File: config.mk
export PLATFORM = sky130hd
export DESIGN_NAME = dolb_top
export DESIGN_NICKNAME = d
export VERILOG_FILES = /design/src/rtl/dolb_pkg.sv /design/src/rtl/dolb_ctl_filter.sv /design/src/rtl/dolb_prbs_check.sv /design/src/rtl/dolb_top.sv
export SDC_FILE = /design/constraint.sdc
export NUM_CORES = 1
export LEC_CHECK = 0
export BUFFER_PORTS_ARGS = -buffer_cell sky130_fd_sc_hd__buf_2
export CAP_MARGIN = 20
export CORE_MARGIN = 2
export CORE_UTILIZATION = 45
export CTS_BUF_LIST = sky130_fd_sc_hd__clkbuf_16
export DETAILED_ROUTE_END_ITERATION = 10
export PLACE_DENSITY_LB_ADDON = 0.1
export SETUP_SLACK_MARGIN = 0.05
export SLEW_MARGIN = 15
export SYNTH_ARGS = -nofsm -noshare
export SYNTH_HDL_FRONTEND = slang
export SYNTH_SLANG_ARGS = --single-unit
File: constraint.sdc
create_clock -name pclk -period 2.6 [get_ports pclk]
set_input_delay 0.26 -clock pclk [delete_from_list [all_inputs] [get_ports pclk]]
set_output_delay 0.26 -clock pclk [all_outputs]
set_load 0.02 [all_outputs]
File: src/rtl/dolb_pkg.sv
// What this block does
// - Hold forces outputs low except lock and pass
// - Host toggle releases hold only while locked
// - Lock falling edge re-arms enabled hold
// - Manual re-arm honoured only while locked
// - Outputs float until power-down released
// - Hold strap high disables output state select
// - Edge select picks launch edge
// - Filter drops one or two clock pulses
// - Config from straps or registers
// - Straps sampled at power-up, default low
// - Check payloads against PRBS7 sequence
// - Errored payload pulses pass low half-period
// - Test end holds pass result
// - Test pattern gives checkerboard outputs
// - Bad embedded clock bits drop lock
// - Lost stream drops lock, outputs per select
package dolb_pkg;

  // ---------------------------------------------------------------
  // Register map
  // ---------------------------------------------------------------
  localparam logic [7:0] DOLB_CFG_OFS    = 8'h00;
  localparam logic [7:0] DOLB_STATUS_OFS = 8'h04;
  localparam logic [7:0] DOLB_ERRCNT_OFS = 8'h08;

  localparam int CFG_REG_SEL  = 0;
  localparam int CFG_EDGE     = 1;
  localparam int CFG_FILT     = 2;
  localparam int CFG_OSS      = 3;
  localparam int CFG_HOLD_EN  = 4;
  localparam int CFG_HOLD_SET = 5;
  localparam logic [7:0] CFG_RESET = 8'h30;

  localparam int ST_LOCK  = 0;
  localparam int ST_PASS  = 1;
  localparam int ST_HOLD  = 2;
  localparam int ST_TEST  = 3;
  localparam int ST_CHECK = 4;
  localparam int ST_ERR   = 5;

  // ---------------------------------------------------------------
  // Synchroniser vector layout
  // ---------------------------------------------------------------
  localparam int SY_PAY   = 0;
  localparam int SY_VS    = 24;
  localparam int SY_DE    = 26;
  localparam int SY_CB    = 27;
  localparam int SY_ACT   = 29;
  localparam int SY_TCODE = 30;
  localparam int SY_PD    = 31;
  localparam int SY_STE   = 32;
  localparam int SY_SEDGE = 33;
  localparam int SY_SOSS  = 34;
  localparam int SY_SFILT = 35;
  localparam int SY_SHOLD = 36;
  localparam int SY_LCLK  = 37;
  localparam int SY_W     = 38;

  // ---------------------------------------------------------------
  // Link timing and patterns
  // ---------------------------------------------------------------
  localparam logic [1:0]  CLK_BITS_GOOD   = 2'h2;
  localparam logic [2:0]  LOCK_GOOD_WORDS = 3'h4;
  localparam logic [23:0] CHECKER_A       = 24'haaaaaa;
  localparam logic [23:0] CHECKER_B       = 24'h555555;
  localparam logic [15:0] ERRCNT_MAX      = 16'hffff;

  typedef enum logic [2:0] {OM_OFF, OM_LOW, OM_FLOAT, OM_TEST, OM_LIVE} dolb_omode_t;

  // Expected PRBS7 payload (x^7 + x^6 + 1) that follows a given generator state.
  function automatic logic [23:0] dolb_prbs_word(input logic [6:0] seed);
    logic [6:0]  s;
    logic [23:0] w;
    s = seed;
    w = 24'h000000;
    for (int i = 0; i < 24; i++) begin
      w[i] = s[6] ^ s[5];
      s    = {s[5:0], s[6] ^ s[5]};
    end
    return w;
  endfunction

endpackage

File: src/rtl/dolb_ctl_filter.sv
`timescale 1ns/1ps
`default_nettype none
module dolb_ctl_filter
  import dolb_pkg::*;
(
  // Clock and reset
  input  wire logic       pclk,
  input  wire logic       presetn,
  // Control samples
  input  wire logic       word_stb,
  input  wire logic       filt_en,
  input  wire logic [2:0] raw,
  output logic      [2:0] filt
);

  typedef struct packed {
    logic [2:0] h0;
    logic [2:0] h1;
    logic [2:0] out;
  } dolb_filt_st_t;

  dolb_filt_st_t st;
  dolb_filt_st_t nx;

  // A level must be seen on three words in a row before it passes.
  always_comb begin
    nx = st;
    if (word_stb) begin
      nx.h0 = raw;
      nx.h1 = st.h0;
      for (int i = 0; i < 3; i++) begin
        if (!filt_en || (raw[i] == st.h0[i] && st.h0[i] == st.h1[i])) begin
          nx.out[i] = raw[i];
        end
      end
    end
  end

  always_ff @(posedge pclk or negedge presetn) begin
    if (!presetn) begin
      st <= '0;
    end else begin
      st <= nx;
    end
  end

  assign filt = st.out;

  filter_glitch_a: assert property (@(posedge pclk) disable iff (!presetn)
    $past(filt_en) |-> ((st.out ^ $past(st.out)) &
                        ($past(raw ^ st.h0) | $past(st.h0 ^ st.h1))) == 3'h0)
    else $error("control filter passed a short pulse");

endmodule
`default_nettype wire

File: src/rtl/dolb_prbs_check.sv
`timescale 1ns/1ps
`default_nettype none
module dolb_prbs_check
  import dolb_pkg::*;
(
  // Clock and reset
  input  wire logic        pclk,
  input  wire logic        presetn,
  // Payload stream
  input  wire logic        word_stb,
  input  wire logic        check_en,
  input  wire logic [23:0] payload,
  output logic             err_stb
);

  typedef struct packed {
    logic        have_prev;
    logic [6:0]  seed;
    logic        err;
  } dolb_prbs_st_t;

  dolb_prbs_st_t st;
  dolb_prbs_st_t nx;
  logic [23:0]   expect_w;

  // The generator state is rebuilt from the last seven bits of each word, so
  // the checker locks without a preamble; the first word only seeds it.
  always_comb begin
    nx       = st;
    nx.err   = 1'b0;
    expect_w = dolb_prbs_word(st.seed);
    if (!check_en) begin
      nx.have_prev = 1'b0;
    end else if (word_stb) begin
      nx.have_prev = 1'b1;
      nx.seed      = {payload[17], payload[18], payload[19], payload[20],
                      payload[21], payload[22], payload[23]};
      nx.err       = st.have_prev && (payload != expect_w);
    end
  end

  always_ff @(posedge pclk or negedge presetn) begin
    if (!presetn) begin
      st <= '0;
    end else begin
      st <= nx;
    end
  end

  assign err_stb = st.err;

  prbs_mismatch_a: assert property (@(posedge pclk) disable iff (!presetn)
    word_stb && check_en && st.have_prev && payload != expect_w |=> err_stb)
    else $error("payload mismatch not flagged");

endmodule
`default_nettype wire

File: src/rtl/dolb_top.sv
// Implementation choices: the placing of the registers and the APB register port.
`timescale 1ns/1ps
`default_nettype none
module dolb_top
  import dolb_pkg::*;
(
  // APB slave
  input  wire logic        pclk,
  input  wire logic        presetn,
  input  wire logic        psel,
  input  wire logic        penable,
  input  wire logic        pwrite,
  input  wire logic [7:0]  paddr,
  input  wire logic [31:0] pwdata,
  output logic      [31:0] prdata,
  output logic             pready,
  output logic             pslverr,
  // Recovered link word and status
  input  wire logic        link_pixel_clk,
  input  wire logic [23:0] link_payload,
  input  wire logic        link_vs,
  input  wire logic        link_hs,
  input  wire logic        link_de,
  input  wire logic [1:0]  link_clk_bits,
  input  wire logic        link_stream_active,
  input  wire logic        link_test_code_seen,
  // Control pins and straps
  input  wire logic        power_down_n,
  input  wire logic        self_test_enable,
  input  wire logic        strap_edge_select,
  input  wire logic        strap_oss,
  input  wire logic        strap_filter_en,
  input  wire logic        pass_pin_in,
  // Parallel outputs
  output logic      [23:0] color_data,
  output logic             color_oe,
  output logic             vertical_sync,
  output logic             horizontal_sync,
  output logic             data_valid_enable,
  output logic             sync_oe,
  output logic             pixel_clk_out,
  output logic             pixel_clk_oe,
  output logic             lock_out,
  output logic             lock_oe,
  output logic             pass_out,
  output logic             pass_oe
);

  typedef struct packed {
    logic [SY_W-1:0] s1;
    logic [SY_W-1:0] s2;
    logic            lclk_d;
    logic            pd_d;
    logic            straps_ok;
    logic            strap_hold;
    logic            strap_edge;
    logic            strap_oss;
    logic            strap_filt;
    logic [7:0]      cfg;
    logic [2:0]      good_cnt;
    logic            lock;
    logic            hold;
    logic            chk;
    logic            tested;
    logic            any_err;
    logic            pass_low;
    logic [15:0]     err_cnt;
    logic            phase;
    logic [23:0]     color;
    logic            vs;
    logic            hs;
    logic            de;
    logic            color_oe;
    logic            pclk_o;
    logic            pass_o;
    logic [31:0]     prdata;
    logic            pready;
    logic            pslverr;
  } dolb_top_st_t;

  dolb_top_st_t    st;
  dolb_top_st_t    nx;
  logic [SY_W-1:0] sync_in;
  logic            pd_s;
  logic            samp;
  logic            wstb;
  logic            wfall;
  logic            launch;
  logic            regsel;
  logic            edge_eff;
  logic            filt_eff;
  logic            oss_eff;
  logic            hold_en;
  logic            test_seen;
  logic            acc_first;
  logic            wr_cfg;
  logic [2:0]      filt;
  logic            err_stb;
  dolb_omode_t     omode;

  // ---------------------------------------------------------------
  // Helpers
  // ---------------------------------------------------------------
  assign sync_in = {link_pixel_clk, pass_pin_in, strap_filter_en, strap_oss,
                    strap_edge_select, self_test_enable, power_down_n,
                    link_test_code_seen, link_stream_active, link_clk_bits,
                    link_de, link_hs, link_vs, link_payload};

  dolb_ctl_filter u_filter (
    .pclk     (pclk),
    .presetn  (presetn),
    .word_stb (wstb),
    .filt_en  (filt_eff),
    .raw      (st.s2[SY_DE:SY_VS]),
    .filt     (filt)
  );

  dolb_prbs_check u_prbs (
    .pclk     (pclk),
    .presetn  (presetn),
    .word_stb (wstb),
    .check_en (st.chk),
    .payload  (st.s2[SY_PAY+23:SY_PAY]),
    .err_stb  (err_stb)
  );

  // ---------------------------------------------------------------
  // Next state
  // ---------------------------------------------------------------
  always_comb begin
    nx        = st;
    nx.s1     = sync_in;
    nx.s2     = st.s1;
    nx.lclk_d = st.s2[SY_LCLK];
    pd_s      = st.s2[SY_PD];
    nx.pd_d   = pd_s;
    samp      = pd_s && !st.pd_d;
    // The link clock is only sampled, so its edges are seen up to three cycles late.
    wstb      = st.s2[SY_LCLK] && !st.lclk_d;
    wfall     = !st.s2[SY_LCLK] && st.lclk_d;

    regsel    = st.cfg[CFG_REG_SEL];
    edge_eff  = regsel ? st.cfg[CFG_EDGE]    : st.strap_edge;
    filt_eff  = regsel ? st.cfg[CFG_FILT]    : st.strap_filt;
    hold_en   = regsel ? st.cfg[CFG_HOLD_EN] : st.strap_hold;
    oss_eff   = !st.strap_hold && (regsel ? st.cfg[CFG_OSS] : st.strap_oss);
    launch    = edge_eff ? wstb : wfall;
    test_seen = st.s2[SY_TCODE] && st.lock;

    acc_first = psel && penable && !st.pready;
    wr_cfg    = psel && penable && st.pready && pwrite && paddr == DOLB_CFG_OFS && pd_s;

    // APB: one wait state, read data built in the first access cycle.
    nx.pready  = acc_first;
    nx.pslverr = 1'b0;
    nx.prdata  = 32'h00000000;
    if (acc_first) begin
      if (paddr == DOLB_CFG_OFS) begin
        nx.prdata = {24'h000000, st.cfg};
      end else if (paddr == DOLB_STATUS_OFS) begin
        nx.prdata[ST_LOCK]  = st.lock;
        nx.prdata[ST_PASS]  = st.pass_o;
        nx.prdata[ST_HOLD]  = st.hold;
        nx.prdata[ST_TEST]  = test_seen;
        nx.prdata[ST_CHECK] = st.chk;
        nx.prdata[ST_ERR]   = st.any_err;
      end else if (paddr == DOLB_ERRCNT_OFS) begin
        nx.prdata = {16'h0000, st.err_cnt};
      end else begin
        nx.pslverr = 1'b1;
      end
    end
    if (wr_cfg) begin
      nx.cfg = pwdata[7:0];
    end

    // Lock tracking on each recovered word.
    if (!pd_s || !st.s2[SY_ACT]) begin
      nx.lock     = 1'b0;
      nx.good_cnt = 3'h0;
    end else if (wstb) begin
      if (st.s2[SY_CB+1:SY_CB] == CLK_BITS_GOOD) begin
        if (st.good_cnt == LOCK_GOOD_WORDS) begin
          nx.lock = 1'b1;
        end else begin
          nx.good_cnt = st.good_cnt + 3'h1;
        end
      end else begin
        nx.lock     = 1'b0;
        nx.good_cnt = 3'h0;
      end
    end

    // Strap capture and outputs-low hold.
    if (samp) begin
      nx.straps_ok  = 1'b1;
      nx.strap_hold = st.s2[SY_SHOLD];
      nx.strap_edge = st.s2[SY_SEDGE];
      nx.strap_oss  = st.s2[SY_SOSS];
      nx.strap_filt = st.s2[SY_SFILT];
      nx.hold       = st.s2[SY_SHOLD];
    end else if (st.straps_ok) begin
      if (st.lock && !nx.lock && hold_en) begin
        nx.hold = 1'b1;
      end else if (wr_cfg && st.lock) begin
        if (!st.cfg[CFG_HOLD_SET] && pwdata[CFG_HOLD_SET] && hold_en) begin
          nx.hold = 1'b1;
        end else if (st.cfg[CFG_HOLD_SET] && !pwdata[CFG_HOLD_SET]) begin
          nx.hold = 1'b0;
        end
      end
    end

    // Self-test checking, enable already through the synchroniser.
    nx.chk = pd_s && st.s2[SY_STE];
    if (nx.chk && !st.chk) begin
      nx.tested  = 1'b1;
      nx.any_err = 1'b0;
      nx.err_cnt = 16'h0000;
    end
    if (wfall) begin
      nx.pass_low = 1'b0;
    end
    if (st.chk && err_stb) begin
      nx.any_err  = 1'b1;
      nx.pass_low = 1'b1;
      if (st.err_cnt != ERRCNT_MAX) begin
        nx.err_cnt = st.err_cnt + 16'h0001;
      end
    end

    // Power-down returns configuration to CFG_RESET and clears results; straps are taken again on release.
    if (!pd_s) begin
      nx.cfg       = CFG_RESET;
      nx.straps_ok = 1'b0;
      nx.hold      = 1'b0;
      nx.tested    = 1'b0;
      nx.any_err   = 1'b0;
      nx.pass_low  = 1'b0;
      nx.err_cnt   = 16'h0000;
    end

    // Output state.
    if (!st.straps_ok) begin
      omode = OM_OFF;
    end else if (st.hold) begin
      omode = OM_LOW;
    end else if (!st.lock) begin
      omode = oss_eff ? OM_FLOAT : OM_LOW;
    end else if (test_seen) begin
      omode = OM_TEST;
    end else begin
      omode = OM_LIVE;
    end

    // On the capture cycle the straps are read from the synchroniser, so an output
    // that must float is never driven low for one cycle before it lets go.
    nx.color_oe = nx.straps_ok && (samp ? (st.s2[SY_SHOLD] || !st.s2[SY_SOSS])
                                        : omode != OM_FLOAT);
    case (omode)
      OM_LIVE: begin
        nx.pclk_o = st.s2[SY_LCLK];
        if (launch) begin
          nx.color = st.s2[SY_PAY+23:SY_PAY];
          nx.vs    = filt[0];
          nx.hs    = filt[1];
          nx.de    = filt[2];
        end
      end
      OM_TEST: begin
        nx.pclk_o = st.s2[SY_LCLK];
        nx.vs     = 1'b0;
        nx.hs     = 1'b0;
        nx.de     = 1'b0;
        if (launch) begin
          nx.phase = !st.phase;
          nx.color = st.phase ? CHECKER_A : CHECKER_B;
        end
      end
      default: begin
        nx.pclk_o = 1'b0;
        nx.color  = 24'h000000;
        nx.vs     = 1'b0;
        nx.hs     = 1'b0;
        nx.de     = 1'b0;
      end
    endcase

    // Pass shows lock until a test starts, error pulses while it runs, then the held result.
    if (!nx.straps_ok) begin
      nx.pass_o = 1'b0;
    end else if (st.chk) begin
      nx.pass_o = !st.pass_low;
    end else if (st.tested) begin
      nx.pass_o = !st.any_err;
    end else begin
      nx.pass_o = st.lock;
    end
  end

  // ---------------------------------------------------------------
  // State register
  // ---------------------------------------------------------------
  always_ff @(posedge pclk or negedge presetn) begin
    if (!presetn) begin
      st     <= '0;
      st.cfg <= CFG_RESET;
    end else begin
      st <= nx;
    end
  end

  assign prdata            = st.prdata;
  assign pready            = st.pready;
  assign pslverr           = st.pslverr;
  assign color_data        = st.color;
  assign color_oe          = st.color_oe;
  assign vertical_sync     = st.vs;
  assign horizontal_sync   = st.hs;
  assign data_valid_enable = st.de;
  assign sync_oe           = st.color_oe;
  assign pixel_clk_out     = st.pclk_o;
  assign pixel_clk_oe      = st.color_oe;
  assign lock_out          = st.lock;
  assign lock_oe           = st.straps_ok;
  assign pass_out          = st.pass_o;
  assign pass_oe           = st.straps_ok;

  // ---------------------------------------------------------------
  // Checks
  // ---------------------------------------------------------------
  hold_forces_low_a: assert property (@(posedge pclk) disable iff (!presetn)
    st.hold |=> st.color == 24'h000000 && !st.pclk_o && !st.vs && !st.hs && !st.de)
    else $error("outputs not low during hold");

  release_locked_a: assert property (@(posedge pclk) disable iff (!presetn)
    $fell(st.hold) |-> $past(st.lock) || !$past(pd_s))
    else $error("hold released without lock");

  lock_fall_rearm_a: assert property (@(posedge pclk) disable iff (!presetn)
    $fell(st.lock) && $past(hold_en) && $past(pd_s) && $past(st.straps_ok) |-> st.hold)
    else $error("hold not re-armed on lock loss");

  manual_rearm_a: assert property (@(posedge pclk) disable iff (!presetn)
    $rose(st.hold) |-> $past(st.lock) || $past(samp))
    else $error("hold set without lock");

  float_before_pd_a: assert property (@(posedge pclk) disable iff (!presetn)
    !st.straps_ok |-> !color_oe && !pixel_clk_oe && !sync_oe && !pass_oe)
    else $error("outputs driven before strap capture");

  oss_disabled_a: assert property (@(posedge pclk) disable iff (!presetn)
    st.straps_ok && st.strap_hold |-> st.color_oe)
    else $error("outputs floated with hold strap high");

  launch_edge_a: assert property (@(posedge pclk) disable iff (!presetn)
    $changed(st.color) && $past(omode == OM_LIVE) |-> $past(launch))
    else $error("data launched off the selected edge");

  pass_pulse_a: assert property (@(posedge pclk) disable iff (!presetn)
    err_stb && st.chk ##1 st.chk |=> !st.pass_o)
    else $error("errored payload did not pulse pass low");

  result_hold_a: assert property (@(posedge pclk) disable iff (!presetn)
    st.tested && !st.chk && st.straps_ok && pd_s |=> st.pass_o == !$past(st.any_err))
    else $error("pass result not held after test");

  lock_bits_a: assert property (@(posedge pclk) disable iff (!presetn)
    wstb && st.s2[SY_CB+1:SY_CB] != CLK_BITS_GOOD |=> !st.lock)
    else $error("lock kept with bad clock bits");

endmodule
`default_nettype wire

* Yosys cells after proc, flatten, opt, wreduce, memory -nomap -nowiden
Cells that the tools add are included.
** Word-level totals
- Bits in registers :: 199
- Output and inout port bits :: 69
- Word-level logic and storage cells :: 199
** Cells by class
- Add/subtract/negate cells :: 2
- Equal/unequal tests :: 26
- Muxes and demuxes :: 53
- Bitwise logic cells :: 24
- Reductions and logical operators :: 57
** Operator list (number)
- 32-bit two-way mux :: 2
- 27-bit one-hot mux with 2 select lines :: 1
- 16-bit two-way mux :: 3
- 24-bit two-way mux :: 2
- 27-bit two-way mux :: 1
- 1-bit two-way mux :: 26
- 26-bit two-way mux :: 1
- 1-bit logical AND :: 25
- 24-bit inequality test :: 1
- 1-bit XOR :: 24
- 19-bit two-way mux :: 1
- 18-bit two-way mux :: 1
- 16-bit by 1-bit adder with 16-bit output, second input constant :: 1
- 1-bit zero test :: 16
- 8-bit two-way mux :: 2
- 16-bit inequality test, second input constant :: 1
- 3-bit two-way mux :: 5
- 2-bit AND reduction :: 7
- 4-bit two-way mux :: 3
- 9-bit two-way mux :: 1
- 8-bit by 3-bit equality test with 1-bit output, second input constant :: 1
- 8-bit by 4-bit equality test with 1-bit output, second input constant :: 1
- 8-bit zero test :: 1
- 1-bit equality test :: 6
- 18 further kinds :: 29

* Longest topological paths before layout
- Word-level depth :: 12
- Gate-level depth with buffers :: 9

* Hierarchy
From an unflattened synthesis, not the netlist that was laid out.
** Second synthesis, totals
- Cell total of the unflattened synthesis :: 720
- Area, all modules :: 7941.4 µm²
** By module, submodules not included
- dolb_top :: instances 1, cells each 564, area each 6497.5 µm², sequential area each 4131.5 µm²
- dolb_prbs_check :: instances 1, cells each 117, area each 1021.0 µm², sequential area each 225.2 µm²
- dolb_ctl_filter :: instances 1, cells each 39, area each 422.9 µm², sequential area each 225.2 µm²

* Least setup slack after synthesis
Ideal clock, no wire load.
- Kind :: reg-to-reg
- From :: reg u_prbs.st[7] (netlist bit)
- To :: reg u_prbs.st, in the netlist u_prbs.err_stb
- Setup time :: 132 ps
- Arrival time :: 1961 ps
- Slack :: 507 ps
- Stages on the path, launching flop included :: 8
- Buffers on the path :: 1
- Clock period less this slack :: 2093 ps
- Path through :: dfrtp_1 > buf_4 > xnor2_1 > mux2_2 > a2111o_1 > a221o_1 > nor4_1 > a31oi_1
** RTL lines
- start, declared :: RTL line dolb_prbs_check.sv:22 : dolb_prbs_st_t st;
- start signal, assigned :: RTL line dolb_prbs_check.sv:46 : st <= nx;

==> out/summary.txt <==
========================================================================================
Hold-critical path endpoint ............................................... st[96]$_DFFE_PN0P_
FFs w/ async S/R, synth ...................................................         100%
Switching share of power ..................................................        25.5%
Residual overflow from global routing .....................................            0
# H-tree levels ...........................................................            4
Fin. Hold Viols ...........................................................            0
Final sum of negative setup slack .........................................         0 ns
Achievable frequency ......................................................      415 MHz
Leakage power .............................................................   0.00434 uW
Pin count of the biggest net entering global routing ......................           71
ANT nets after route ......................................................            0
Critical path type ........................................................ flop to flop
Yosys top cell by area .................................................... sky130_fd_sc_hd__dfrtp_1
Wire length after detailed routing ........................................      15.7 mm
Area grow syn2layout ......................................................        19.5%
Most used cells in the layout excluding fill and tap cells ................ sky130_fd_sc_hd__dfrtp_1, sky130_fd_sc_hd__buf_2, sky130_fd_sc_hd__nand2_1
Met3 Track Usage GR .......................................................        4.35%
Fraction of power consumed by combinational cells .........................        10.8%
Post-detailed-route via-to-cell ratio .....................................         4.99
HPWL after DPL ............................................................      11.2 mm
Vias in the first global route ............................................         5000
Global Route Usage Sum ....................................................        18.1%
Count of final setup violators ............................................            0
Antenna violations before repair ..........................................            0
Setup repair after global routing missed its margin .......................           no
Total number of nets in the final design ..................................          896
Worst setup path startpoint ............................................... u_prbs.st[7]$_DFFE_PN0P_
DR WL/cell ................................................................      15.1 um
Number of sinks on the clock net ..........................................          183
Met1 Usage GRT ............................................................        25.1%
Cells after synthesis .....................................................          698
Max-cap check violation count .............................................            0
Synth Cell Area ........................................................... 0.00766 mm^2
Source-to-sink clock delay at the later pin of the worst-skew pair ........      0.43 ns
Global-route wire length before repair ....................................      25.4 mm
Drt drc ...................................................................            0
Portion of the clock cycle consumed by the worst path in the final layout .        92.7%
Die Area ..................................................................  0.0181 mm^2
Critical-path maximum fanout ..............................................            9
Required time at the worst-slack endpoint .................................      2.90 ns
Hold Path Class ........................................................... primary input to flop
Type of destination of the critical path ..................................         flop
Routing layer with the top usage in global route ..........................         met2
R2R Path End .............................................................. u_prbs.err_stb$_DFF_PN0_
Hold Startpoint ...........................................................    pwdata[6]
CORE AREA .................................................................  0.0166 mm^2
Cell at the root of the clock tree ........................................ sky130_fd_sc_hd__clkbuf_16
Synthesized area per cell .................................................    11.0 um^2
Number of synthesized flops with an enable pin ............................            0
Num ports .................................................................          152
Top-area cell type share of the netlist area ..............................        59.1%
Count of distinct cell types in the synthesized netlist ...................           61
Post-synth top flop ....................................................... sky130_fd_sc_hd__dfrtp_1
Clock period minus worst slack ............................................      2.41 ns
Startpoint of the most critical register-to-register path ................. u_prbs.st[7]$_DFFE_PN0P_
Part of the power in the clock network ....................................        41.9%
Arr. time, crit path ......................................................      2.71 ns
Number of buffers added by the clock tree synthesis step ..................           17
Router iterations before antenna repair ...................................            4
Starting utilization of the core area .....................................        46.0%
GP Congestion .............................................................        0.884
First DRT Iteration DRCs ..................................................          340
Post-placement cell count .................................................          972
Number of vias in the routed layout .......................................         5207
Share of cells above drive strength 1 .....................................        22.1%
Ant. Diodes ...............................................................            0
Final cell count without fillers ..........................................         1043
Depth of the worst register-to-register path ..............................            6
Most common cell after layout, fill and taps aside ........................ sky130_fd_sc_hd__dfrtp_1
Worst-case clock skew .....................................................    0.0124 ns
Transition time at the pin with the least slew margin .....................     0.686 ns
Result of the run .........................................................    completed
DIE HEIGHT ................................................................       134 um
Register share of total power .............................................        47.3%
Total of warnings raised by yosys .........................................            0
Number of standard-cell rows in the floorplan .............................           47
Areal power density over the cells ........................................  711 mW/mm^2
Horizontal die dimension ..................................................       134 um
VDD IR max ................................................................       491 uV
Launching element type of the critical path ...............................         flop
Number of storage elements in the synthesis netlist .......................          183
Hold Path Depth ...........................................................            2
Port-buffer cells .........................................................          111
Clock tree from TritonCTS .................................................        built
Largest buffer count on any clock path ....................................            2
Slew Viols, Final .........................................................            0
Cell types with the largest area share after synthesis .................... sky130_fd_sc_hd__dfrtp_1, sky130_fd_sc_hd__buf_4, sky130_fd_sc_hd__nand2_1
Worst reg2reg setup slack .................................................      0.19 ns
Global-route track usage on met2 ..........................................        28.4%
Internal power ............................................................      4850 uW
Sequential area share after synthesis .....................................        59.8%
CTS clk-pin slew, worst paths .............................................      0.07 ns
Worst relative slew slack .................................................        53.0%
Sw Pwr ....................................................................      1660 uW
========================================================================================
[power groups by stage]
stage,sequential [uW],clock (uW),combinational [uW]
after floorplan,3090,0,487
after global placement,3130,0,640
after detailed placement,3130,0,662
after CTS,3080,2800,710
after global routing,3090,2930,782
final,3080,2720,705
[state kept, by name, summed over array words and instances, names as in the netlist, 3 cells and up]
signal	cells
color_data	24
nx	40
prdata	16
st	74
u_filter.filt	3
u_filter.st	6
u_prbs.st	8
[Yosys cell counts (4+ instances only)]
cell type / count
sky130_fd_sc_hd__nor2b_1: 6
sky130_fd_sc_hd__inv_1: 8
sky130_fd_sc_hd__a31oi_1: 7
sky130_fd_sc_hd__buf_4: 60
sky130_fd_sc_hd__a22o_1: 6
sky130_fd_sc_hd__a21oi_1: 49
sky130_fd_sc_hd__nand2_1: 74
sky130_fd_sc_hd__nand3_1: 13
sky130_fd_sc_hd__nor2_1: 52
sky130_fd_sc_hd__dfrtp_1: 181
sky130_fd_sc_hd__o21ai_0: 39
sky130_fd_sc_hd__xor2_1: 16
sky130_fd_sc_hd__a2111oi_0: 4
sky130_fd_sc_hd__nand3b_1: 6
sky130_fd_sc_hd__o22ai_1: 4
sky130_fd_sc_hd__o21ai_1: 6
sky130_fd_sc_hd__mux2_2: 12
sky130_fd_sc_hd__nand4_1: 9
sky130_fd_sc_hd__buf_2: 7
sky130_fd_sc_hd__and3_1: 9
sky130_fd_sc_hd__mux2i_1: 11
sky130_fd_sc_hd__or3_1: 4
sky130_fd_sc_hd__and2_1: 11
sky130_fd_sc_hd__xnor2_1: 10
sky130_fd_sc_hd__nand2b_1: 11
sky130_fd_sc_hd__nor3_1: 12
sky130_fd_sc_hd__clkbuf_1: 21
[area by class of cell]
type | count | area (um^2)
Tap cell | 220 | 275
Timing Repair Buffer | 167 | 1090
Fill cell | 1444 | 7480
Clock buffer | 17 | 425
Multi-Input combinational cell | 432 | 2540
Sequential cell | 183 | 4580
Clock inverter | 15 | 208
Inverter | 9 | 33.8
[logic make-up (layout without fill, tap and decap cells)]
family	after synthesis	count (layout)	share of synthesized area (%)
simple gates	220	220	14.2
xor+xnor	26	26	2.97
other cells	1	16	0.0489
flops	183	183	59.8
mux	23	23	3.20
buf+inv	98	208	7.85
fa+ha+maj	3	3	0.490
compound gates	144	144	11.4
[per-layer routing]
metal / up-vias / share of wire, %
li1: 2545 / -
met1: 2512 / 47
met2: 134 / 47
met3: 16 / 4.5
met4: 0 / 1.4
met5: - / 0
[how the worst max path moves through the flow]
stage | end | slack (ns) | depth (start not counted)
finish | u_prbs.err_stb$_DFF_PN0_ | 0.19 | 6
global route | u_prbs.err_stb$_DFF_PN0_ | 0.09 | 6
CTS | u_prbs.err_stb$_DFF_PN0_ | 0.23 | 6
detailed placement | u_prbs.err_stb$_DFF_PN0_ | 0.25 | 6
global placement | u_prbs.err_stb$_DFF_PN0_ | 0.28 | 6
floorplan | u_prbs.err_stb$_DFF_PN0_ | 0.51 | 7
[critical path: stages, from the launching register on]
cell                       delay (ns)
sky130_fd_sc_hd__dfrtp_1         0.48
sky130_fd_sc_hd__xnor2_1         0.22
sky130_fd_sc_hd__mux2_2          0.31
sky130_fd_sc_hd__a2111o_1        0.39
sky130_fd_sc_hd__a221o_1         0.34
sky130_fd_sc_hd__nor4_1          0.41
sky130_fd_sc_hd__a31oi_1         0.14
[through the flow]
step	setup slack (ns)	area [um^2]	total power [uW]	hold slack, ns	utilization [%]
floorplan	0.507	7720	3570	-0.0356	-
global placement	0.280	8130	3770	0.306	48.9
CTS	0.231	9160	6580	0.0330	55.0
global route	0.0895	9160	6800	0.0395	55.0
detailed placement	0.255	8130	3790	0.314	48.9
finish	0.189	9160	6510	0.0517	55.0
[repair_timing]
action | CTS | global route
resized for setup | 0 | 1
buffers inserted | 0 | 0
endpoints found under the setup margin | 0 | 1
hold endpoints to repair | 103 | 0
hold buffers | 39 | 0
No activity file was read; power rests on OpenSTA's default activity.
